## src/logic/psm_pkg.sv

```systemverilog
// Package: constants and types for the processor state and mode controller
package psm_pkg;
	localparam int PSM_ADDR_W = 32;
	localparam logic [31:0] PSM_RESET_VECTOR = 32'hA0000000;
	localparam logic [31:0] PSM_STATUS_RESET = 32'h700000F0;
	localparam int PSM_MODE_BIT_POS = 30;
	localparam logic [31:0] PSM_PRIV_VIOL_OFFSET = 32'h00000100;
	localparam logic [31:0] PSM_PC_RESET = 32'h00000000;
	localparam logic [31:0] PSM_VBR_RESET = 32'h00000000;
	localparam logic [31:0] PSM_BSC_RESET = 32'h00000000;

	typedef enum logic [2:0] {
		PSM_ST_PON_RESET,
		PSM_ST_MAN_RESET,
		PSM_ST_EXCEPTION,
		PSM_ST_EXECUTE,
		PSM_ST_POWER_DOWN,
		PSM_ST_BUS_RELEASED
	} psm_state_t;

	typedef enum logic [1:0] {
		PSM_PD_SLEEP,
		PSM_PD_SW_STANDBY,
		PSM_PD_HW_STANDBY
	} psm_pd_mode_t;
endpackage

```

## src/logic/psm_ctrl.sv

```systemverilog
// Processor state and privilege mode controller
//
// How it works
// - Power-on reset pin low holds the controller in power-on reset state.
// - Manual reset pin low, with the power-on reset pin high, holds the controller in manual reset state.
// - Power-on reset initialises core state and all module registers including bus controller.
// - Manual reset initialises core and module registers but keeps bus controller registers.
// - Leaving reset passes exception state and fetches from fixed reset vector.
// - General exception or interrupt saves PC and status word.
// - Handler address is vector base plus event vector offset.
// - Execute state steps instructions in order until something intervenes.
// - Power-down halts core; sleep, software standby, hardware standby.
// - External bus request releases the bus until the requester returns it.
// - Status mode bit 0 is user mode, 1 privileged.
// - Entering reset or exception sets mode bit to 1.
// - Exception return clears the mode bit to 0.
// - Some registers and bits are reachable only in privileged mode.
`timescale 1ns/1ps
`default_nettype none
module psm_ctrl
	import psm_pkg::*;
(
	input wire logic clock, // Core clock, 10 MHz
	input wire logic rst_n, // Asynchronous chip reset, active low
	input wire logic power_on_reset_n, // Power-on reset pin, active low
	input wire logic manual_reset_n, // Manual reset pin, active low
	input wire logic bus_request, // External master asks for the bus (pin)
	input wire logic exc_request, // General exception or interrupt, one cycle
	input wire logic [31:0] exc_offset, // Vector offset of that event
	input wire logic [31:0] current_pc, // PC of the instruction being executed
	input wire logic [31:0] vector_base, // Vector base address
	input wire logic exc_return, // Exception handling ends, one cycle
	input wire logic sleep_request, // Enter power-down, one cycle
	input wire psm_pd_mode_t sleep_mode, // Variant of power-down requested
	input wire logic wake_event, // Wake from power-down, one cycle
	input wire logic priv_access, // Access to a privileged-only register or bit
	input wire logic status_load, // Software writes the status word
	input wire logic [31:0] status_wdata, // Value written to the status word
	output psm_state_t state, // Current processor state
	output logic [31:0] status_word, // Status word
	output logic privilege_mode_bit, // 1 privileged, 0 user
	output logic [31:0] saved_pc_reg, // Saved program counter
	output logic [31:0] saved_status_reg, // Saved status word
	output logic [31:0] fetch_addr, // Address to fetch after a branch
	output logic fetch_load, // Fetch address valid, one cycle
	output logic exec_enable, // Core may step instructions
	output logic bus_grant, // Bus released to the external master
	output logic module_init, // Initialise on-chip module registers
	output logic bsc_init, // Initialise bus_state_controller registers
	output psm_pd_mode_t pd_mode, // Active power-down variant
	output logic priv_grant, // Privileged access allowed
	output logic priv_fault // Privileged access refused, one cycle
);
	//------------------------------------------------------------
	// Pin synchronisers
	//------------------------------------------------------------
	logic pon_n_s;
	logic man_n_s;
	logic breq_s;

	psm_sync #(.RESET_VALUE(1'b0)) u_sync_pon (
		.clock(clock),
		.rst_n(rst_n),
		.async_in(power_on_reset_n),
		.sync_out(pon_n_s)
	);
	psm_sync #(.RESET_VALUE(1'b1)) u_sync_man (
		.clock(clock),
		.rst_n(rst_n),
		.async_in(manual_reset_n),
		.sync_out(man_n_s)
	);
	psm_sync #(.RESET_VALUE(1'b0)) u_sync_breq (
		.clock(clock),
		.rst_n(rst_n),
		.async_in(bus_request),
		.sync_out(breq_s)
	);

	//------------------------------------------------------------
	// Decode
	//------------------------------------------------------------
	wire in_reset = (state == PSM_ST_PON_RESET) || (state == PSM_ST_MAN_RESET);
	wire executing = (state == PSM_ST_EXECUTE);
	// Power-on reset wins over manual reset when both pins are low
	wire pon_active = !pon_n_s;
	wire man_active = pon_n_s && !man_n_s;
	wire user_access = executing && priv_access && !privilege_mode_bit;
	wire take_exc = executing && (exc_request || user_access);
	wire [31:0] exc_vec = user_access ? PSM_PRIV_VIOL_OFFSET : exc_offset;
	wire [31:0] handler_addr = vector_base + exc_vec;
	wire [31:0] status_priv = status_word | (32'h00000001 << PSM_MODE_BIT_POS);
	wire [31:0] status_user = status_word & ~(32'h00000001 << PSM_MODE_BIT_POS);

	//------------------------------------------------------------
	// State machine
	//------------------------------------------------------------
	psm_state_t next_state;

	always_comb begin
		next_state = state;
		if (pon_active) begin
			next_state = PSM_ST_PON_RESET;
		end else if (man_active) begin
			next_state = PSM_ST_MAN_RESET;
		end else begin
			case (state)
				PSM_ST_PON_RESET, PSM_ST_MAN_RESET: next_state = PSM_ST_EXCEPTION;
				PSM_ST_EXCEPTION: next_state = PSM_ST_EXECUTE;
				PSM_ST_EXECUTE: begin
					// Bus request is honoured before a pending exception or sleep
					if (breq_s) begin
						next_state = PSM_ST_BUS_RELEASED;
					end else if (take_exc) begin
						next_state = PSM_ST_EXCEPTION;
					end else if (sleep_request) begin
						next_state = PSM_ST_POWER_DOWN;
					end else begin
						next_state = PSM_ST_EXECUTE;
					end
				end
				PSM_ST_POWER_DOWN: begin
					if (wake_event) begin
						next_state = PSM_ST_EXECUTE;
					end
				end
				PSM_ST_BUS_RELEASED: begin
					if (!breq_s) begin
						next_state = PSM_ST_EXECUTE;
					end
				end
				default: next_state = PSM_ST_PON_RESET;
			endcase
		end
	end

	always_ff @(posedge clock or negedge rst_n) begin
		if (!rst_n) begin
			state <= PSM_ST_PON_RESET;
		end else begin
			state <= next_state;
		end
	end

	//------------------------------------------------------------
	// Status word, saved registers and fetch vector
	//------------------------------------------------------------
	// A hardware entry into exception or reset beats a same-cycle software load
	always_ff @(posedge clock or negedge rst_n) begin
		if (!rst_n) begin
			status_word <= PSM_STATUS_RESET;
			saved_pc_reg <= PSM_PC_RESET;
			saved_status_reg <= PSM_STATUS_RESET;
			fetch_addr <= PSM_RESET_VECTOR;
			fetch_load <= 1'b0;
		end else begin
			fetch_load <= 1'b0;
			if (pon_active || man_active) begin
				status_word <= PSM_STATUS_RESET;
				fetch_addr <= PSM_RESET_VECTOR;
			end else if (in_reset) begin
				fetch_addr <= PSM_RESET_VECTOR;
				fetch_load <= 1'b1;
			end else if (take_exc && !breq_s) begin
				saved_pc_reg <= current_pc;
				saved_status_reg <= status_word;
				status_word <= status_priv;
				fetch_addr <= handler_addr;
				fetch_load <= 1'b1;
			end else if (executing && exc_return) begin
				status_word <= status_user;
				fetch_addr <= saved_pc_reg;
				fetch_load <= 1'b1;
			end else if (executing && status_load && privilege_mode_bit) begin
				status_word <= status_wdata;
			end
		end
	end

	//------------------------------------------------------------
	// Registered outputs
	//------------------------------------------------------------
	wire [31:0] next_status_bit_src = status_word;

	always_ff @(posedge clock or negedge rst_n) begin
		if (!rst_n) begin
			privilege_mode_bit <= 1'b1;
			exec_enable <= 1'b0;
			bus_grant <= 1'b0;
			module_init <= 1'b1;
			bsc_init <= 1'b1;
			pd_mode <= PSM_PD_SLEEP;
			priv_grant <= 1'b0;
			priv_fault <= 1'b0;
		end else begin
			privilege_mode_bit <= next_status_bit_src[PSM_MODE_BIT_POS];
			exec_enable <= (next_state == PSM_ST_EXECUTE);
			bus_grant <= (next_state == PSM_ST_BUS_RELEASED);
			module_init <= pon_active || man_active;
			bsc_init <= pon_active;
			if (executing && sleep_request && !breq_s && !take_exc) begin
				pd_mode <= sleep_mode;
			end
			priv_grant <= executing && priv_access && privilege_mode_bit;
			priv_fault <= user_access;
		end
	end
endmodule // psm_ctrl
`default_nettype wire

```

## src/logic/psm_sync.sv

```systemverilog
// Two-flop synchroniser for one asynchronous level
`timescale 1ns/1ps
`default_nettype none
module psm_sync #(
	parameter logic RESET_VALUE = 1'b0
) (
	input wire logic clock, // Core clock
	input wire logic rst_n, // Asynchronous reset, active low
	input wire logic async_in, // Level from outside the clock domain
	output logic sync_out // Synchronised level
);
	logic stage1;

	always_ff @(posedge clock or negedge rst_n) begin
		if (!rst_n) begin
			stage1 <= RESET_VALUE;
			sync_out <= RESET_VALUE;
		end else begin
			stage1 <= async_in;
			sync_out <= stage1;
		end
	end
endmodule // psm_sync
`default_nettype wire

```

## config.mk

```make
export PLATFORM = sky130hd
export DESIGN_NAME = psm_ctrl
export DESIGN_NICKNAME = d
export VERILOG_FILES = /design/src/logic/psm_pkg.sv /design/src/logic/psm_ctrl.sv /design/src/logic/psm_sync.sv
export SDC_FILE = /design/constraint.sdc
export NUM_CORES = 1
export LEC_CHECK = 0
export BUFFER_PORTS_ARGS = -buffer_cell sky130_fd_sc_hd__clkbuf_2
export CAP_MARGIN = 25
export CORE_UTILIZATION = 35
export CTS_BUF_LIST = sky130_fd_sc_hd__clkbuf_4 sky130_fd_sc_hd__clkbuf_8
export DETAILED_ROUTE_END_ITERATION = 16
export PLACE_DENSITY = 0.63
export SETUP_SLACK_MARGIN = 0.05
export SLEW_MARGIN = 20
export SYNTH_ARGS = -nofsm -noshare
export SYNTH_HDL_FRONTEND = slang
export SYNTH_SLANG_ARGS = --single-unit
```

## constraint.sdc

```tcl
create_clock -name clock -period 6.3 [get_ports clock]
set_clock_uncertainty 0.1 [all_clocks]
set_input_delay 0.63 -clock clock [delete_from_list [all_inputs] [get_ports clock]]
set_output_delay 0.63 -clock clock [all_outputs]
set_load 0.02 [all_outputs]
```

# After elaboration in Yosys (flattened, before gate mapping)
# Index checks and enable logic that the tools add are counted.
# totals
regBits	147
latch_bits	0
mem_bits_rw	0
mem_bits_ro	0
input_bits	141
n_memories	0
# op_classes
add_sub_neg	1
multipliers	0
div	0
n_lt_le_gt_ge	0
eq_ne	10
n_shift	0
n_mux	22
bitwise_logic	2
n_reduce_logical	28
# op_table
op	count
$mux 32	10
$add 32x32->32	1
$mux 3	7
$pmux 3 s5	1
$logic_and 1x1->1	12
$eq 3x2->1 const B	3
$eq 3x3->1 const B	3
$reduce_bool 4->1	2
$logic_not 1->1	5
$mux 1	4
$ne 2x2->1 const B	2
$reduce_and 4->1	1
$eq 3x1->1 const B	1
$logic_not 3->1	1
$logic_or 1x1->1	3
$reduce_and 3->1	1
$ne 2x1->1 const B	1
$not 1->1	2
$reduce_and 2->1	1
$reduce_bool 2->1	1
$reduce_or 2->1	1

# Logic depth before layout (Yosys ltp)
# Gate-level depths: netlist (run 1).
# logic_depth
ltp_word	11
ltp_mapped	16
depth_no_buf	14

# Hierarchy
# From an unflattened synthesis (run 1), not the netlist that was laid out.
# unflattened
cells_unflattened	866
area_unflattened_um2	7599.8
# by_module_without_submodules
module	n_inst	cells_per_inst	area_per_inst_um2	seq_area_each_um2
psm_ctrl	1	860	7447.1	3552.2
psm_sync (u_sync_breq ...)	2	2	50.0	50.0
psm_sync (u_sync_man)	1	2	52.6	52.6

# Least setup slack after synthesis (run 1)
# OpenSTA, ideal clock, no wires.
# synth_path
kind	reg-to-reg
startpoint	reg state[2]
endpoint	reg fetch_addr[30]
t_arrival_ns	3.531
setup_slack_ns	2.531
stages_incl_launch_ff	17
synth_period_minus_slack_ns	3.769
path_cell_list	dfrtp_1 > buf_2 > and3b_1 > buf_2 > and2_1 > clkbuf_1 > nor2b_1 > ha_1 > and3_1 > a221oi_2 > o21ai_2 > a21oi_2 > o41a_2 > o21ai_2 > a311oi_2 > xor2_1 > o22ai_1
# synth_via
elab_chain_cells	9
word_cells_on_any_way	16
cone_classes	add/sub (1); eq/ne (2); mux (4); reduce/logical (9)
# synth_lines
element	line	text
start, declared	psm_ctrl.sv:39	output psm_state_t state,
start signal, assigned	psm_ctrl.sv:141	state <= next_state;
branches (longest 9 deep; another with $add 32x32->32)	n/a	
end signal, assigned	psm_ctrl.sv:168	fetch_addr <= handler_addr;
end signal, assigned	psm_ctrl.sv:172	fetch_addr <= saved_pc_reg;
end, declared	psm_ctrl.sv:44	output logic [31:0] fetch_addr,
# Several ways; the timed one is not identified.
# A chain may end at the register's enable or synchronous reset.

# Worst setup path after layout (run 1)
# Same ends and word-level chain as after synthesis.

==> results of run 1 <==
[Yosys cell counts, types with 5 or more instances]
library cell  count
a211oi_1          9
a21o_1           18
a21oi_1          73
a22o_1           25
and2_1            7
buf_1             5
buf_2            14
clkbuf_1         21
dfrtp_1         126
dfstp_2          21
ha_1             31
inv_1             6
mux2i_1           8
nand2_1         264
nand3_1           8
nor2_1           51
nor2b_1          36
nor3_1            6
o21ai_0          20
o21bai_1          5
o22ai_1           5
xnor2_1          13
xor2_1           16
[cell usage in the layout, fill, tap and decap left out, types with 8 or more instances in the layout]
cell	n
a21oi_1	73
clkbuf_2	280
a211oi_1	9
xnor2_1	13
nor2_1	50
dfstp_2	21
dfrtp_1	126
nand3_1	8
o21ai_0	20
buf_4	9
a22o_1	25
xor2_1	16
mux2i_1	8
a21o_1	18
nor2b_1	36
ha_1	31
clkbuf_8	17
nand2_1	263
[final timing paths]
kind / startpoint / slack (ps) / end
min in group asynchronous: rst_n / 150 / saved_pc_reg[13]
worst min-delay path: manual_reset_n / 140 / u_sync_man.stage1
worst max register to register: state[2] / 2010 / fetch_addr[30]
worst max-delay path: state[2] / 2010 / fetch_addr[30]
max in group asynchronous: rst_n / 4680 / saved_status_reg[3]
worst min register to register: u_sync_man.stage1 / 260 / u_sync_man.sync_out
[stage by stage]
step	total power [mW]	std cells	utilization [%]
2_1_floorplan	1.19	845	-
3_3_place_gp	1.32	1370	43.8
3_5_place_dp	1.32	1370	43.8
4_1_cts	2.09	1402	45.9
5_1_grt	2.16	1402	45.9
6_report	2.06	1402	45.9
[logic make-up after synthesis]
kind of cell | after synthesis
xor+xnor | 29
fa+ha+maj | 32
compound gates | 189
buf+inv | 46
flops | 147
mux | 10
simple gates | 392
[layer usage]
layer | up-vias | track usage (%) | share of wire, %
li1 | 3402 | - | -
met1 | 3301 | 26.4 | 42
met2 | 253 | 36.1 | 48
met3 | 33 | 5.84 | 7.5
met4 | 0 | 7.45 | 2.0
met5 | - | 0 | 0
[power breakdown]
part | internal, mW | switching (mW) | total (mW)
Clock | 0.307 | 0.451 | 0.758
Sequential | 0.964 | 0.0145 | 0.978
Combinational | 0.135 | 0.190 | 0.325
[worst max-delay path, cell delays in order, from the launching register on]
cell	delay [ps]
dfrtp_1	480
and3b_1	450
and2_1	180
buf_4	320
nor2b_1	100
ha_1	220
fa_1	400
a21o_1	210
a221oi_2	430
o21ai_2	130
a21oi_2	220
o41a_2	220
o21ai_2	90
a311oi_2	300
xor2_1	180
o22ai_1	100
[final cells by class]
class | count | area [sq um]
clock buffer | 17 | 234
clock inverter | 15 | 190
fill | 2129 | 11500
inverter | 6 | 22.5
multi-input combinational | 652 | 3720
sequential | 147 | 3700
tap | 275 | 344
timing repair buffer | 290 | 1480
==> out/qor.txt, run 1 <==
Worst Setup End Kind = flop
Post-synth EDFFs = 0
Ant. Diodes = 0
CTS Buf Count = 17
Initial core utilization = 35.9%
Worst EP arrival = 4510 ps
Die height = 149 um
Pwr/cell area = 213 nW/um^2
Hold slack = 141 ps
Leak Pwr = 5.23 nW
Post-synthesis sequential area ratio = 48.8%
FF+latch count, synth = 147
Setup Crit Path Kind = flop to flop
Setup Fix Bufs, Post-CTS = 0
Later-pin clock latency in the skew report = 460 ps
Layout area overhead = 27.8%
Setup violations, final = 0
Largest net degree at the start of global routing = 90
Fraction of registers with async set/reset = 100%
Gr ovfl total = 0
Row Count = 53
Synth Area in Simple Gates = 21.9%
DRC = 0
Worst Hold Class = primary input to flop
XOR/XNOR Fraction of Synth Area = 3.35%
Die Wd = 149 um
Slew Viols, Final = 0
Adder-Cell Fraction of Synth Area = 5.37%
Pre-CTS WS = 2040 ps
Antenna Nets Post-Route = 0
Required time of the critical path = 6520 ps
CTS resizes = 0
CTS clock-pin slew for the worst setup and hold paths = 100 ps
Largest family of logic cells by synthesized area = simple AND/OR/NAND/NOR gates
Post-synthesis compound-gate area fraction = 16.7%
Status = finished clean
Root buf cell = clkbuf_8
Post-synthesis mux area share = 1.35%
Main synth FF type = dfrtp_1
Tot GR Track Use = 21.5%
Initial antenna violation count = 0
Crit path launch type = flop
H-tree depth = 4
RSZ-0062 raised after global routing = false
Top post-synthesis cells by area = dfrtp_1 (42%), nand2_1 (13%), dfstp_2 (7.3%)
Worst vdd ir = 0.114 mV
Final setup margin = 2010 ps
Synthesized Nets = 1018
Reg2Reg Depth = 15
Syn Inst Count = 845
Setup_tns = 0 ps
Synthesized area per cell = 8.98 sq um
CTS tree = done
Final nets = 1287
Max-Cap Viols = 0
TritonRoute pass-1 iters = 5
Final Cycle Share = 68.2%
Design Area, Final = 9700 sq um
First-pass GRT wire length = 36.4 mm
Share of cells above drive strength 1 = 32.5%
DP HPWL = 17.4 mm
Yosys warns = 0
Port-buffer cells = 281
Clock sinks = 147
Core region area = 21200 sq um
Vias post-DR = 6989
Iteration-0 DRC Markers = 262
Placed cell area = 9280 sq um
Largest area contributor in the netlist = dfrtp_1
Crit-path max FO = 33
GP Congestion = 0.842
Final Hold Fails = 0
Via density = 4.99
Post-synthesis instance area = 7590 sq um
Relative slew margins = 44.0%
Slew at the pin closest to its max-slew limit = 840 ps
Full die area = 22300 sq um
DR WL/cell = 16.7 um
Max Buffers Root-to-Sink = 2
Minimum clock period after layout = 4290 ps
Hold Path Stages = 1
Max Freq = 0.233 GHz
Vias in the first global route = 6806
WL final = 23.4 mm
# IOs = 282
Top-area cell type share of the netlist area = 41.5%
Hold buffer count at CTS = 0
Yosys cell types = 59
Note: power is estimated with default switching activity, not from simulation.
==> inputs of run 2 (changes only) <==
clock period = 4.2 ns   (was 6.3 ns; I/O delays follow)
==> out/qor.txt, run 2 (synthesis gave the netlist of run 1 again) <==
Status = finished clean
Sequential Area = 3700 sq um
Clock power frac = 37.3%
Layout area overhead = 28.9%
Root buf cell = clkbuf_8
Minimum clock period after layout = 3790 ps
Dpl cells = 1375
Worst Setup End Kind = flop
Non-filler cells in the finished layout = 1411
Crit path launch type = flop
Max-Cap Viols = 0
Tot GR Track Use = 21.9%
Antenna Nets Post-Route = 0
Worst Hold Class = primary input to flop
Core region area = 21200 sq um
Hold slack = 48.6 ps
Ant. Diodes = 0
Relative slew margins = 43.7%
Port-buffer cells = 281
CTS Buf Count = 17
Setup Fix Bufs, Post-CTS = 0
Initial core utilization = 35.9%
H-tree depth = 4
DP HPWL = 17.7 mm
Internal power = 2.16 mW
Commonest cells after routing, fill and taps aside = clkbuf_2 (280), nand2_1 (263), dfrtp_1 (126)
First-pass GRT wire length = 37.2 mm
Max Freq = 0.264 GHz
Multi-input gate area = 3720 sq um
Vias post-DR = 7028
Clock sinks = 147
Setup_tns = 0 ps
Worst vdd ir = 0.199 mV
Slew Viols, Final = 0
CTS clock-pin slew for the worst setup and hold paths = 100 ps
Pre-CTS WS = 215 ps
Final Hold Fails = 0
Sequential share of power = 46.8%
Slew at the pin closest to its max-slew limit = 845 ps
Critical path's top delay family = compound AO/OA/AOI/OAI gates
TritonRoute pass-1 iters = 8
Max incr delay on CP = 470 ps
Initial antenna violation count = 0
GP Congestion = 0.868
Required time of the critical path = 4460 ps
Setup Crit Path Kind = flop to flop
Most common cell after layout, fill and taps aside = clkbuf_2
Vias in the first global route = 6763
Max Buffers Root-to-Sink = 2
DRC = 0
Gr ovfl total = 0
DR WL/cell = 16.7 um
Setup violations, final = 0
Crit-path max FO = 29
Final nets = 1296
WP buf/inv = 1
Logic pwr share = 15.9%
WL final = 23.6 mm
Iteration-0 DRC Markers = 322
Later-pin clock latency in the skew report = 450 ps
RSZ-0062 raised after global routing = false
# IOs = 282
Pwr/cell area = 320 nW/um^2
Final setup margin = 410 ps
Final Cycle Share = 90.2%
Tot Pwr = 3.13 mW
Crit path cell chain = and3b_1 -> and2_1 -> buf_6 -> nor2b_1 -> ha_1 -> nand3_1 -> o211ai_1 -> nand4b_1 -> a21oi_2 -> o22ai_2 -> o21ai_4 -> a21boi_0 -> xor2_1 -> a211oi_1
CTS tree = done
Layout fillers = 2154
Net Sw Frac = 31.0%
Slowest CP cell = dfrtp_1
Largest net degree at the start of global routing = 91
Leak Pwr = 5.27 nW
Full die area = 22300 sq um
Switching pwr = 0.970 mW
Share of cells above drive strength 1 = 32.7%
Worst EP arrival = 4050 ps
Die Wd = 149 um
Via density = 4.98
Row Count = 53
Die height = 149 um
-- run 2: cell count changes in the layout (fill, tap and decap cells not counted) --
cell,previous run,this run
dlygate4sd3_1,0,4
buf_6,1,2
clkinv_2,0,1
buf_12,0,1
clkinv_8,6,3
clkinv_4,2,0
bufinv_16,0,1
inv_6,0,3
buf_4,9,12
-- run 2: metrics by stage --
stage,util [%],instance area [sq um]
2_1_floorplan,-,7590
3_3_place_gp,44.1,9330
3_5_place_dp,44.1,9330
4_1_cts,46.3,9780
5_1_grt,46.3,9790
6_report,46.3,9790
-- run 2: final timing paths --
path                                            end  slack (ps)              start  cells after the start
worst max-delay path                 fetch_addr[23]         410           state[0]                     14
worst min-delay path                status_word[29]          50   status_wdata[29]                      3
worst max register to register       fetch_addr[23]         410           state[0]                     14
worst min register to register  u_sync_pon.sync_out         250  u_sync_pon.stage1                      0
max in group asynchronous            fetch_addr[31]        2470              rst_n                      3
min in group asynchronous          saved_pc_reg[13]         480              rst_n                      2
-- run 2: what timing repair did --
| item | in CTS | in global routing |
|---|---|---|
| endpoints found under the setup margin | 0 | 4 |
| hold buffers | 4 | 0 |
| hold endpoints to repair | 72 | 0 |
| gates resized for setup | 0 | 1 |
-- run 2: final cells by class --
| class | count | area share, % |
|---|---|---|
| clock buffer | 17 | 2.39 |
| inverter | 6 | 0.230 |
| multi-input combinational | 652 | 38.0 |
| clock inverter | 15 | 1.89 |
| timing repair buffer | 299 | 16.1 |
| sequential | 147 | 37.8 |
| tap | 275 | 3.52 |
-- run 2: power groups by stage --
stage	clock, mW	combinational, mW	sequential, mW
detailed placement	0	0.498	1.49
finish	1.17	0.499	1.47
global route	1.27	0.554	1.47
global placement	0	0.494	1.49
floorplan	0	0.271	1.52
CTS	1.20	0.503	1.47
-- run 2: tightest hold or removal path, delay by kind of cell --
family                 cells  cell delay [ps]
AO/OA/AOI/OAI              1               60
buffers and inverters      1               80
AND/OR/NAND/NOR            1               50
-- run 2: per-layer routing --
layer | GRT usage, % | vias to the layer above | wire, um
met5 | 0 | - | 0
li1 | - | 3419 | -
met1 | 27.9 | 3324 | 10200
met4 | 6.63 | 0 | 421
met3 | 5.87 | 26 | 1650
met2 | 36.0 | 259 | 11400
